<file path="src/timer16_pkg.sv">
package timer16_pkg;

  // byte locations on the 8-bit data bus
  localparam logic [3:0] ADDR_CTRL_FIRST   = 4'h0;
  localparam logic [3:0] ADDR_CTRL_SECOND  = 4'h1;
  localparam logic [3:0] ADDR_FLAGS        = 4'h2;
  localparam logic [3:0] ADDR_COUNT_LOW    = 4'h3;
  localparam logic [3:0] ADDR_COUNT_HIGH   = 4'h4;
  localparam logic [3:0] ADDR_CAPTURE_LOW  = 4'h5;
  localparam logic [3:0] ADDR_CAPTURE_HIGH = 4'h6;
  localparam logic [3:0] ADDR_COMPARE_LOW  = 4'h7;
  localparam logic [3:0] ADDR_COMPARE_STEP = 4'h2;
  localparam int         NUM_COMPARE       = 3;

  // field positions
  localparam int CF_WAVE_LSB   = 0;
  localparam int CF_OUTMODE_LSB = 2;
  localparam int CS_SELECT_LSB = 0;
  localparam int CS_WAVE_LSB   = 3;
  localparam int CS_AUX_LSB    = 6;
  localparam int FLAG_OVERFLOW = 0;

  // reset values
  localparam logic [7:0]  RESET_BYTE  = 8'h00;
  localparam logic [15:0] RESET_WORD  = 16'h0000;

  // count limits
  localparam logic [15:0] COUNT_FLOOR = 16'h0000;
  localparam logic [15:0] COUNT_MAX   = 16'hffff;
  localparam logic [15:0] TOP_8BIT    = 16'h00ff;
  localparam logic [15:0] TOP_9BIT    = 16'h01ff;
  localparam logic [15:0] TOP_10BIT   = 16'h03ff;

  // tick source selection
  localparam logic [2:0] SRC_NONE     = 3'h0;
  localparam logic [2:0] SRC_SYSCLK   = 3'h1;
  localparam logic [2:0] SRC_TAP_LO   = 3'h2;
  localparam logic [2:0] SRC_TAP_HI   = 3'h5;
  localparam logic [2:0] SRC_PIN_FALL = 3'h6;
  localparam logic [2:0] SRC_PIN_RISE = 3'h7;

  // waveform modes
  localparam logic [3:0] WM_NORMAL     = 4'h0;
  localparam logic [3:0] WM_PC8        = 4'h1;
  localparam logic [3:0] WM_PC9        = 4'h2;
  localparam logic [3:0] WM_PC10       = 4'h3;
  localparam logic [3:0] WM_CTC_CMP    = 4'h4;
  localparam logic [3:0] WM_FAST8      = 4'h5;
  localparam logic [3:0] WM_FAST9      = 4'h6;
  localparam logic [3:0] WM_FAST10     = 4'h7;
  localparam logic [3:0] WM_PFC_CAP    = 4'h8;
  localparam logic [3:0] WM_PFC_CMP    = 4'h9;
  localparam logic [3:0] WM_PC_CAP     = 4'ha;
  localparam logic [3:0] WM_PC_CMP     = 4'hb;
  localparam logic [3:0] WM_CTC_CAP    = 4'hc;
  localparam logic [3:0] WM_RESERVED   = 4'hd;
  localparam logic [3:0] WM_FAST_CAP   = 4'he;
  localparam logic [3:0] WM_FAST_CMP   = 4'hf;

endpackage

</file>
<file path="src/tick_select.sv">
`timescale 1ns/1ps
module tick_select
  import timer16_pkg::*;
(
  // clock and reset
  input  wire logic       sys_clk_i,
  input  wire logic       rst_n_i,
  // selection and sources
  input  wire logic [2:0] select_i,
  input  wire logic [3:0] prescale_taps_i,
  input  wire logic       ext_pin_i,
  // tick out
  output logic            tick_o
);
  import timer16_pkg::*;

  typedef struct packed {
    logic sync1;
    logic sync2;
    logic last;
    logic tick;
  } tick_state_s;

  tick_state_s state_reg;
  tick_state_s state_next;
  logic [1:0]  tap_index;

  always_comb begin
    state_next       = state_reg;
    tap_index        = 2'(select_i - SRC_TAP_LO);
    state_next.sync1 = ext_pin_i;
    state_next.sync2 = state_reg.sync1;
    state_next.last  = state_reg.sync2;
    case (select_i)
      SRC_NONE:     state_next.tick = 1'b0;
      SRC_SYSCLK:   state_next.tick = 1'b1;
      SRC_PIN_FALL: state_next.tick = state_reg.last & ~state_reg.sync2;
      SRC_PIN_RISE: state_next.tick = ~state_reg.last & state_reg.sync2;
      default: begin
        if (select_i <= SRC_TAP_HI) begin
          state_next.tick = prescale_taps_i[tap_index];
        end else begin
          state_next.tick = 1'b0;
        end
      end
    endcase
  end

  always_ff @(posedge sys_clk_i) begin
    if (!rst_n_i) begin
      state_reg <= '0;
    end else begin
      state_reg <= state_next;
    end
  end

  assign tick_o = state_reg.tick;

endmodule

</file>
<file path="src/count_unit.sv">
`timescale 1ns/1ps
module count_unit
  import timer16_pkg::*;
(
  // clock and reset
  input  wire logic        sys_clk_i,
  input  wire logic        rst_n_i,
  // control
  input  wire logic        load_i,
  input  wire logic [15:0] load_value_i,
  input  wire logic        tick_i,
  input  wire logic [15:0] top_i,
  input  wire logic        dual_slope_i,
  input  wire logic        clear_at_top_i,
  // state out
  output logic [15:0]      count_o,
  output logic             down_o,
  output logic             floor_o,
  output logic             ceiling_o
);
  import timer16_pkg::*;

  typedef struct packed {
    logic [15:0] count;
    logic        down;
    logic        floor;
    logic        ceiling;
  } count_state_s;

  count_state_s state_reg;
  count_state_s state_next;

  always_comb begin
    state_next = state_reg;
    if (load_i) begin
      state_next.count = load_value_i;
    end else if (tick_i) begin
      if (dual_slope_i) begin
        if (!state_reg.down && state_reg.count >= top_i) begin
          state_next.down  = 1'b1;
          state_next.count = state_reg.count - 16'h0001;
        end else if (state_reg.down && state_reg.count == COUNT_FLOOR) begin
          state_next.down  = 1'b0;
          state_next.count = state_reg.count + 16'h0001;
        end else if (state_reg.down) begin
          state_next.count = state_reg.count - 16'h0001;
        end else begin
          state_next.count = state_reg.count + 16'h0001;
        end
      end else begin
        state_next.down = 1'b0;
        if (clear_at_top_i && state_reg.count == top_i) begin
          state_next.count = COUNT_FLOOR;
        end else begin
          state_next.count = state_reg.count + 16'h0001;
        end
      end
    end
    state_next.floor   = (state_next.count == COUNT_FLOOR);
    state_next.ceiling = (state_next.count == top_i);
  end

  always_ff @(posedge sys_clk_i) begin
    if (!rst_n_i) begin
      state_reg <= '{count: RESET_WORD, down: 1'b0, floor: 1'b1, ceiling: 1'b0};
    end else begin
      state_reg <= state_next;
    end
  end

  assign count_o   = state_reg.count;
  assign down_o    = state_reg.down;
  assign floor_o   = state_reg.floor;
  assign ceiling_o = state_reg.ceiling;

endmodule

</file>
<file path="src/timer16_byte_access_counter.sv">
// Operation
// - every 16-bit value crosses the 8-bit bus as two byte accesses
// - one shared 8-bit high-byte latch serves all wide registers
// - low-byte write loads latch and written byte together in one cycle
// - count or capture low-byte read copies the upper byte into the latch that cycle
// - compare value reads come straight from the register, latch untouched
// - latch keeps its value after a low-byte write for reuse
// - count-high location reads and writes the latch, not the counter
// - three-bit source select picks the tick; zero stops the counter
// - count stays readable and writable with or without a tick source
// - a bus write to the count beats a clear or count that cycle
// - each tick clears, increments or decrements the count per mode
// - waveform mode bits split between the first and second control
// - overflow flag sets where the mode says and requests an interrupt
// - floor indicator at zero, ceiling indicator at top
// - clear forces all sixteen count bits to zero
// - top is 0x00ff, 0x01ff, 0x03ff, first compare or capture; max 0xffff
`timescale 1ns/1ps
module timer16_byte_access_counter
  import timer16_pkg::*;
(
  // clock and reset
  input  wire logic        sys_clk_i,
  input  wire logic        rst_n_i,
  // 8-bit processor data bus
  input  wire logic [3:0]  bus_addr_i,
  input  wire logic [7:0]  bus_wdata_i,
  input  wire logic        bus_we_i,
  input  wire logic        bus_re_i,
  output logic [7:0]       bus_rdata_o,
  // tick sources
  input  wire logic [3:0]  prescale_taps_i,
  input  wire logic        ext_clock_pin_i,
  // capture and interrupt service
  input  wire logic        capture_strobe_i,
  input  wire logic        overflow_ack_i,
  // counter state to waveform logic
  output logic [15:0]      timer_count_o,
  output logic             count_floor_o,
  output logic             count_ceiling_o,
  output logic             overflow_flag_o,
  output logic [3:0]       waveform_mode_select_o,
  output logic [5:0]       output_mode_o,
  output logic [15:0]      compare_a_o,
  output logic [15:0]      compare_b_o,
  output logic [15:0]      compare_c_o,
  output logic [15:0]      capture_value_o
);
  import timer16_pkg::*;

  typedef struct packed {
    logic [7:0]                   temp;
    logic [7:0]                   ctrl_first;
    logic [7:0]                   ctrl_second;
    logic                         overflow;
    logic [NUM_COMPARE-1:0][15:0] compare;
    logic [15:0]                  capture;
    logic [7:0]                   rdata;
  } main_state_s;

  main_state_s state_reg;
  main_state_s state_next;

  logic [3:0]  wave_mode;
  logic [2:0]  source_select;
  logic [15:0] top_value;
  logic        dual_slope;
  logic        clear_at_top;
  logic        capture_writable;
  logic        overflow_at_max;
  logic        overflow_at_top;
  logic        count_load;
  logic        overflow_set;
  logic        tick;
  logic [15:0] count;
  logic        count_down;
  logic        floor_ind;
  logic        ceiling_ind;
  logic [7:0]  read_byte;

  // mode field split over both control registers
  assign wave_mode = {state_reg.ctrl_second[CS_WAVE_LSB +: 2],
                      state_reg.ctrl_first[CF_WAVE_LSB +: 2]};
  assign source_select = state_reg.ctrl_second[CS_SELECT_LSB +: 3];

  // top, slope and overflow point per mode
  always_comb begin
    top_value        = COUNT_MAX;
    dual_slope       = 1'b0;
    clear_at_top     = 1'b0;
    capture_writable = 1'b0;
    overflow_at_max  = 1'b0;
    overflow_at_top  = 1'b0;
    case (wave_mode)
      WM_NORMAL: begin
        overflow_at_max = 1'b1;
      end
      WM_PC8: begin
        top_value  = TOP_8BIT;
        dual_slope = 1'b1;
      end
      WM_PC9: begin
        top_value  = TOP_9BIT;
        dual_slope = 1'b1;
      end
      WM_PC10: begin
        top_value  = TOP_10BIT;
        dual_slope = 1'b1;
      end
      WM_CTC_CMP: begin
        top_value       = state_reg.compare[0];
        clear_at_top    = 1'b1;
        overflow_at_max = 1'b1;
      end
      WM_FAST8: begin
        top_value       = TOP_8BIT;
        clear_at_top    = 1'b1;
        overflow_at_top = 1'b1;
      end
      WM_FAST9: begin
        top_value       = TOP_9BIT;
        clear_at_top    = 1'b1;
        overflow_at_top = 1'b1;
      end
      WM_FAST10: begin
        top_value       = TOP_10BIT;
        clear_at_top    = 1'b1;
        overflow_at_top = 1'b1;
      end
      WM_PFC_CAP, WM_PC_CAP: begin
        top_value        = state_reg.capture;
        dual_slope       = 1'b1;
        capture_writable = 1'b1;
      end
      WM_PFC_CMP, WM_PC_CMP: begin
        top_value  = state_reg.compare[0];
        dual_slope = 1'b1;
      end
      WM_CTC_CAP: begin
        top_value        = state_reg.capture;
        clear_at_top     = 1'b1;
        overflow_at_max  = 1'b1;
        capture_writable = 1'b1;
      end
      WM_FAST_CAP: begin
        top_value        = state_reg.capture;
        clear_at_top     = 1'b1;
        overflow_at_top  = 1'b1;
        capture_writable = 1'b1;
      end
      WM_FAST_CMP: begin
        top_value       = state_reg.compare[0];
        clear_at_top    = 1'b1;
        overflow_at_top = 1'b1;
      end
      default: begin
        overflow_at_max = 1'b1;
      end
    endcase
  end

  // count write through the low location, any source state
  assign count_load = bus_we_i && (bus_addr_i == ADDR_COUNT_LOW);

  // overflow event on the tick that leaves the mode's overflow point
  always_comb begin
    overflow_set = 1'b0;
    if (tick && !count_load) begin
      if (dual_slope) begin
        overflow_set = count_down && (count == COUNT_FLOOR);
      end else if (overflow_at_top) begin
        overflow_set = (count == top_value);
      end else if (overflow_at_max) begin
        overflow_set = (count == COUNT_MAX);
      end
    end
  end

  // read mux; count and capture give low byte or latch, compare bytes come from the register
  always_comb begin
    read_byte = RESET_BYTE;
    case (bus_addr_i)
      ADDR_CTRL_FIRST:   read_byte = state_reg.ctrl_first;
      ADDR_CTRL_SECOND:  read_byte = state_reg.ctrl_second;
      ADDR_FLAGS:        read_byte = {7'h00, state_reg.overflow};
      ADDR_COUNT_LOW:    read_byte = count[7:0];
      ADDR_COUNT_HIGH:   read_byte = state_reg.temp;
      ADDR_CAPTURE_LOW:  read_byte = state_reg.capture[7:0];
      ADDR_CAPTURE_HIGH: read_byte = state_reg.temp;
      default: begin
        for (int i = 0; i < NUM_COMPARE; i++) begin
          if (bus_addr_i == 4'(ADDR_COMPARE_LOW + i * ADDR_COMPARE_STEP)) begin
            read_byte = state_reg.compare[i][7:0];
          end
          if (bus_addr_i == 4'(ADDR_COMPARE_LOW + i * ADDR_COMPARE_STEP + 1)) begin
            read_byte = state_reg.compare[i][15:8];
          end
        end
      end
    endcase
  end

  // register updates
  always_comb begin
    state_next = state_reg;
    if (bus_re_i) begin
      state_next.rdata = read_byte;
      if (bus_addr_i == ADDR_COUNT_LOW) begin
        state_next.temp = count[15:8];
      end
      if (bus_addr_i == ADDR_CAPTURE_LOW) begin
        state_next.temp = state_reg.capture[15:8];
      end
    end
    if (capture_strobe_i && !capture_writable) begin
      state_next.capture = count;
    end
    if (bus_we_i) begin
      case (bus_addr_i)
        ADDR_CTRL_FIRST: begin
          state_next.ctrl_first = bus_wdata_i;
        end
        ADDR_CTRL_SECOND: begin
          state_next.ctrl_second = bus_wdata_i & 8'hdf;
        end
        ADDR_COUNT_HIGH, ADDR_CAPTURE_HIGH: begin
          state_next.temp = bus_wdata_i;
        end
        ADDR_CAPTURE_LOW: begin
          if (capture_writable) begin
            state_next.capture = {state_reg.temp, bus_wdata_i};
          end
        end
        default: begin
          for (int i = 0; i < NUM_COMPARE; i++) begin
            if (bus_addr_i == 4'(ADDR_COMPARE_LOW + i * ADDR_COMPARE_STEP)) begin
              state_next.compare[i] = {state_reg.temp, bus_wdata_i};
            end
            if (bus_addr_i == 4'(ADDR_COMPARE_LOW + i * ADDR_COMPARE_STEP + 1)) begin
              state_next.temp = bus_wdata_i;
            end
          end
        end
      endcase
    end
    if (bus_we_i && bus_addr_i == ADDR_FLAGS && bus_wdata_i[FLAG_OVERFLOW]) begin
      state_next.overflow = 1'b0;
    end
    if (overflow_ack_i) begin
      state_next.overflow = 1'b0;
    end
    if (overflow_set) begin
      state_next.overflow = 1'b1;
    end
  end

  always_ff @(posedge sys_clk_i) begin
    if (!rst_n_i) begin
      state_reg <= '0;
    end else begin
      state_reg <= state_next;
    end
  end

  tick_select u_tick_select (
    .sys_clk_i       (sys_clk_i),
    .rst_n_i         (rst_n_i),
    .select_i        (source_select),
    .prescale_taps_i (prescale_taps_i),
    .ext_pin_i       (ext_clock_pin_i),
    .tick_o          (tick)
  );

  count_unit u_count_unit (
    .sys_clk_i      (sys_clk_i),
    .rst_n_i        (rst_n_i),
    .load_i         (count_load),
    .load_value_i   ({state_reg.temp, bus_wdata_i}),
    .tick_i         (tick),
    .top_i          (top_value),
    .dual_slope_i   (dual_slope),
    .clear_at_top_i (clear_at_top),
    .count_o        (count),
    .down_o         (count_down),
    .floor_o        (floor_ind),
    .ceiling_o      (ceiling_ind)
  );

  // outputs
  assign bus_rdata_o            = state_reg.rdata;
  assign timer_count_o          = count;
  assign count_floor_o          = floor_ind;
  assign count_ceiling_o        = ceiling_ind;
  assign overflow_flag_o        = state_reg.overflow;
  assign waveform_mode_select_o = wave_mode;
  assign output_mode_o          = state_reg.ctrl_first[CF_OUTMODE_LSB +: 6];
  assign compare_a_o            = state_reg.compare[0];
  assign compare_b_o            = state_reg.compare[1];
  assign compare_c_o            = state_reg.compare[2];
  assign capture_value_o        = state_reg.capture;

endmodule

</file>
<file path="config.mk">
export PLATFORM = sky130hd
export DESIGN_NAME = timer16_byte_access_counter
export DESIGN_NICKNAME = d
export VERILOG_FILES = /design/src/timer16_pkg.sv /design/src/tick_select.sv /design/src/count_unit.sv /design/src/timer16_byte_access_counter.sv
export SDC_FILE = /design/constraint.sdc
export NUM_CORES = 1
export LEC_CHECK = 0
export BUFFER_PORTS_ARGS = -buffer_cell sky130_fd_sc_hd__clkbuf_2
export CAP_MARGIN = 20
export CORE_MARGIN = 2
export CORE_UTILIZATION = 45
export DETAILED_ROUTE_END_ITERATION = 8
export PLACE_DENSITY_LB_ADDON = 0.08
export SLEW_MARGIN = 30
export SYNTH_ARGS = -nofsm -noshare
export SYNTH_HDL_FRONTEND = slang
export SYNTH_HIERARCHICAL = 1
export SYNTH_SLANG_ARGS = --single-unit
</file>
<file path="constraint.sdc">
create_clock -name sys_clk_i -period 5 [get_ports sys_clk_i]
set_input_delay 1 -clock sys_clk_i [delete_from_list [all_inputs] [get_ports sys_clk_i]]
set_output_delay 1 -clock sys_clk_i [all_outputs]
set_load 0.02 [all_outputs]
</file>
-- Word level (Yosys, flattened, before mapping)
Cells that the tools add are included.
- register bits: 119
- word-level logic and storage cells: 141
- multiplexer cells: 45
- bitwise gates (word level): 6
- order comparisons: 3
- add/sub/neg operators: 3
- reduce and logical (&&, ||, !) cells: 34
- equality and inequality tests: 33
- operator list (operator ; number):
    16-bit 2-to-1 mux ; 8
    8-bit 2-to-1 mux ; 14
    16-bit case mux with 5 select lines ; 1
    17-bit 2-to-1 mux ; 3
    4-bit equality test, second input constant ; 12
    8-bit case mux with 6 select lines ; 1
    16-bit equality test ; 2
    4-bit by 3-bit equality test with 1-bit output, second input constant ; 8
    16-bit logical NOT ; 2
    24-bit 2-to-1 mux ; 1
    16-bit by 1-bit adder with 16-bit output, second input constant ; 1
    16-bit equality test, second input constant ; 1
    4-bit by 2-bit equality test with 1-bit output, second input constant ; 4
    16-bit greater-or-equal comparator ; 1
    8-bit case mux with 2 select lines ; 1
    16-bit by 1-bit subtractor with 16-bit output, second input constant ; 1
    1-bit 2-to-1 mux ; 14
    7-bit OR reduction ; 2
    3-bit AND reduction ; 4
    12-bit OR reduction ; 1
    5-bit OR reduction ; 2
    4-bit by 1-bit equality test with 1-bit output, second input constant ; 2
    1-bit logical AND ; 8
    2-bit OR reduction ; 4
    other kinds (17) ; 26

-- Depth between registers and ports, before layout
- depth in word-level cells: 10
- mapped depth: 19

-- Modules after synthesis
The synthesis kept the hierarchy.
- by module, submodules not included (module ; times used ; area each (um^2) ; seq. area each (um^2) ; cells an instance):
    timer16_byte_access_counter ; 1 ; 6140.9 ; 1921.8 ; 797
    count_unit ; 1 ; 2518.7 ; 380.4 ; 346
    tick_select ; 1 ; 167.7 ; 80.1 ; 17

-- Worst setup path after synthesis
OpenSTA, ideal clock, no wires.
- path type: register to register
- start: register state_reg, in the netlist waveform_mode_select_o[0]
- end: register u_count_unit.state_reg, in the netlist u_count_unit/floor_o
- buffers on the path: 3
- stages on the path, launching flop included: 18
- setup time: 96 ps
- setup slack: 714 ps
- data arrival time: 4190 ps
- cells stage by stage: dfxtp_1 -> buf_2 -> buf_2 -> nand2_1 -> o22ai_1 -> inv_1 -> ha_1 -> nand3_1 -> or3_1 -> o21a_1 -> a21oi_2 -> buf_6 -> mux2i_1 -> nor3_1 -> nor3_1 -> o2111ai_1 -> or4_1 -> o41ai_2
- word-level cells in the longest chain between the ends: 10
- elaborated cells between the ends (all ways): 34
- RTL lines (what ; line ; text):
    start: declaration ; timer16_byte_access_counter.sv:61 ; main_state_s state_reg;
    start signal: assignment ; timer16_byte_access_counter.sv:261 ; state_reg <= state_next;
    4-bit equality test, or another cell as far along ; timer16_byte_access_counter.sv:94 ; case (wave_mode)
    4-bit OR reduction (no source line) or 2-bit OR reduction (tied branches) ; - ;
    16-bit case mux with 5 select lines (*) ; timer16_byte_access_counter.sv:94 ;
    via top_value[13] ; timer16_byte_access_counter.sv:66 ; logic [15:0] top_value;
    16-bit greater-or-equal comparator or 16-bit equality test (tied branches) ; count_unit.sv:39, count_unit.sv:52 ;
    1-bit logical AND (on tied branches) ; count_unit.sv:39, count_unit.sv:52 ;
    17-bit 2-to-1 mux or 16-bit 2-to-1 mux (tied branches) ; count_unit.sv:39, count_unit.sv:52 ;
    17-bit 2-to-1 mux (*) ; count_unit.sv:38 ; if (dual_slope_i) begin
    17-bit 2-to-1 mux (*) ; count_unit.sv:37 ; end else if (tick_i) begin
    16-bit 2-to-1 mux (*) ; count_unit.sv:35 ; if (load_i) begin
    16-bit logical NOT (*) ; count_unit.sv:59 ; state_next.floor = (state_next.count == COUNT_FLOOR);
    end signal: assignment ; count_unit.sv:65 ; state_reg <= '{count: RESET_WORD, down: 1'b0, floor: 1'b1, ceiling: 1'b0};
    end signal: assignment ; count_unit.sv:67 ; state_reg <= state_next;
    end: declaration ; count_unit.sv:30 ; count_state_s state_reg;
The timed path passes the listed nets; every way through them passes the cells marked *.
A chain may end at the register's enable or synchronous reset.

-- Worst setup path after layout
- start: register state_reg, in the netlist waveform_mode_select_o[2]
- end: register u_count_unit.state_reg, in the netlist u_count_unit/floor_o
Same word-level chain as after synthesis.

==> key figures <==
Synthesis
  – Cell Area, Synth: 0.00883 mm²
  – Post-Synthesis Cells: 1160
  – Sequential area share after synthesis: 0.270
  – Unique masters post-synth: 80
  – Yosys reg bits: 119
  – Most used DFF post-synth: dfxtp_1
  – Post-synth EDFFs: 0
  – Ys async rst share: 0
  – Avg Cell Area, Syn: 7.61 µm²
  – Yosys warns: 6
  – Syn Nets: 1202

Timing
  – Final setup vio count: 0
  – Max-slew headroom: 0.386
  – Final Hold Fails: 0
  – Total Negative Setup Slacks: 0 ns
  – Minimum clock period: 4.80 ns
  – Slew Limit Fails: 0
  – Final period util: 0.961
  – Clk_skew: 0.0174 ns
  – Least-Margin Pin Slew: 0.915 ns
  – Hold slack: 0.436 ns
  – Fmax achieved: 208 MHz

Setup path
  – Cells on worst reg2reg path: 17
  – Worst-path fanout max: 8
  – Worst path depth: 17
  – Reg-to-Reg End: u_count_unit/floor_o
  – Crit path to: u_count_unit/floor_o
  – CP bufs+invs: 3
  – Register-to-register path setup slack: 0.20 ns
  – Critical path cell sequence: or2b_1, a31oi_1, o22ai_1, inv_1, inv_1, ha_1, nand4_1, nor4_1, a22oi_2, a21oi_4, buf_4, mux2i_1, o41ai_1, a31oi_1, o2111ai_1, or4_1, o41ai_2
  – Reg-to-reg critical path startpoint: waveform_mode_select_o[2]
  – Worst setup EP type: flip-flop
  – Critical path origin: waveform_mode_select_o[2]
  – Cell family with most CP delay: compound AO/OA/AOI/OAI gates
  – Crit-path slowest cell: or4_1
  – Critical path data arrival time: 5.15 ns
  – Setup crit start kind: flip-flop
  – CP required: 5.35 ns
  – Worst path max stage delay: 0.48 ns
  – Kind of critical path: reg -> reg

Drt
  – DR WL/cell: 23.7 µm
  – Drc violations: 0
  – Initial DRC count: 1160
  – Initial DRT Pass Iterations: 7
  – Final wirelength: 35300 µm
  – Vias per inst: 6.21
  – Final ANT Viol Nets: 0
  – DR vias: 9225

Cells and area
  – Area delta synth->final: 12.5%
  – NumNets Final: 1250
  – Fin area: 0.00993 mm²
  – Count of antenna diodes in the layout: 0
  – Share of cells above drive strength 1: 0.205
  – Final core occ: 0.514

Die
  – Die W: 144 µm
  – Initial Util: 0.457
  – Core Footprint: 0.0193 mm²
  – FP Rows: 51
  – IO Pins: 124
  – Die height: 144 µm
  – Die area: 0.0208 mm²

Placed design
  – Port Buf Inserts: 123
  – Routability cong.: 1.04
  – Post-DP HPWL: 25700 µm
  – Placed inst area: 0.00931 mm²

GRT
  – Global Route Usage Sum: 0.338
  – Pin count of the biggest net entering global routing: 76
  – Gr ovfl total: 0
  – First-pass GRT wire length: 51700 µm
  – Number of global-route vias before repair: 8061
  – Antenna violations before repair: 0

Clock network
  – CTS buffer count: 17
  – Setup bufs post-CTS: 0
  – Hold buffer count at CTS: 0
  – TritonCTS clock tree: built
  – Clock transition at the registers of the reported paths: 0.07 ns
  – CTS Buffer Depth: 2
  – Resize count post-CTS: 0
  – Clock Latency Late Sink: 0.44 ns
  – Clock sink count: 119
  – Clk root buf: clkbuf_16
  – CTS H-tree depth: 4

Power
  – Cell leakage power: 4.19 nW
  – Max IR drop VDD: 0.224 mV
  – PwrDens: 272 mW/mm²

Status
  – Outcome: finished, final reports clean

Run
  – Total of max-cap violations: 0

Hold path
  – HP Class: reg -> reg
==> cell families (layout without fill, tap and decap cells) <==
family	count (synthesis)	in the layout	synth area share
compound gates	314	314	0.259
xor+xnor	25	25	0.0248
fa+ha+maj	19	19	0.0269
buf+inv	194	255	0.123
flops	119	119	0.270
mux	38	38	0.0456
simple gates	451	451	0.251
==> layout make-up <==
type,instances,area [µm²]
Fill cell,1953,9410
Multi-Input combinational cell,847,5380
Sequential cell,119,2380
Timing Repair Buffer,186,1090
Clock buffer,17,425
Tap cell,265,332
Clock inverter,15,178
Inverter,37,139
==> how the worst min path moves through the flow <==
stage,start,endpoint,slack (ns),cells after the start
3_5_place_dp,u_tick_select/state_next[2],u_tick_select/state_next[1],0.43,1
3_3_place_gp,u_tick_select/state_next[2],u_tick_select/state_next[1],0.42,1
2_1_floorplan,u_tick_select/state_next[2],u_tick_select/state_next[1],0.41,1
6_report,u_tick_select/state_next[2],u_tick_select/state_next[1],0.44,1
4_1_cts,u_tick_select/state_next[2],u_tick_select/state_next[1],0.44,1
5_1_grt,u_tick_select/state_next[2],u_tick_select/state_next[1],0.46,1
==> placed cells by master, fill, tap and decap left out, types with 6 or more instances in the layout <==
cell	count
a211oi_1	13
a21boi_0	44
a21boi_1	9
a21o_1	6
a21oi_1	38
a221o_1	11
a221oi_1	7
a22oi_1	14
a31oi_1	10
and2_1	22
and3_1	16
buf_4	63
clkbuf_16	17
clkbuf_2	122
dfxtp_1	117
ha_1	19
inv_1	37
inv_6	9
mux2_2	8
mux2i_1	29
nand2_1	155
nand2b_1	24
nand3_1	21
nand3b_1	7
nand4_1	14
nor2_1	102
nor2b_1	23
nor3_1	19
nor4_1	11
o211ai_1	10
o21a_1	6
o21ai_0	45
o221ai_1	21
o22ai_1	25
o2bb2ai_1	10
or4_1	6
xnor2_1	19
xor2_1	6
==> metrics by stage <==
stage          instances  setup slack, ns  power [mW]
6_report            1486            0.197        2.70
5_1_grt             1486          -0.0294        2.78
4_1_cts             1486            0.111        2.70
3_5_place_dp        1454            0.132        1.41
3_3_place_gp        1454            0.255        1.41
2_1_floorplan       1160            0.714        1.28
==> report_power, final <==
part	internal [mW]	switching [mW]	leakage, nW	total (mW)
registers	0.974	0.0384	0.967	1.01
clock network	0.755	0.541	0.295	1.30
logic	0.139	0.252	2.93	0.392
total	1.87	0.831	4.19	2.70
==> synthesized netlist by cell type (21+ instances only) <==
cell      number  share of area
nor2_1       102          0.043
a21oi_1       38          0.022
nand2b_1      24          0.017
dfxtp_1      119           0.27
nor2b_1       23          0.016
nand3_1       21          0.012
inv_1         37          0.016
a21boi_0      44          0.037
o22ai_1       25          0.018
o21ai_0       45          0.026
nand2_1      155          0.066
clkbuf_1      47          0.020
o221ai_1      21          0.021
mux2i_1       29          0.033
and2_1        22          0.016
buf_4         83          0.071
==> worst register-to-register path, delay by kind of cell (launching register included) <==
| family | cells | cell delay [ns] |
|---|---|---|
| AO/OA/AOI/OAI | 8 | 1.88 |
| AND/OR/NAND/NOR | 4 | 1.32 |
| flip-flops | 1 | 0.45 |
| buffers and inverters | 3 | 0.43 |
| adder cells (fa/ha/maj) | 1 | 0.31 |
| multiplexers | 1 | 0.31 |
==> metal layers <==
metal | up-vias | part of all wire | GRT usage
met5 | - | 0 | 0
met4 | 0 | 0.027 | 0.116
met3 | 63 | 0.094 | 0.0596
met2 | 546 | 0.42 | 0.491
met1 | 4431 | 0.46 | 0.501
li1 | 4185 | - | -
Note: power is estimated with default switching activity, not from simulation.
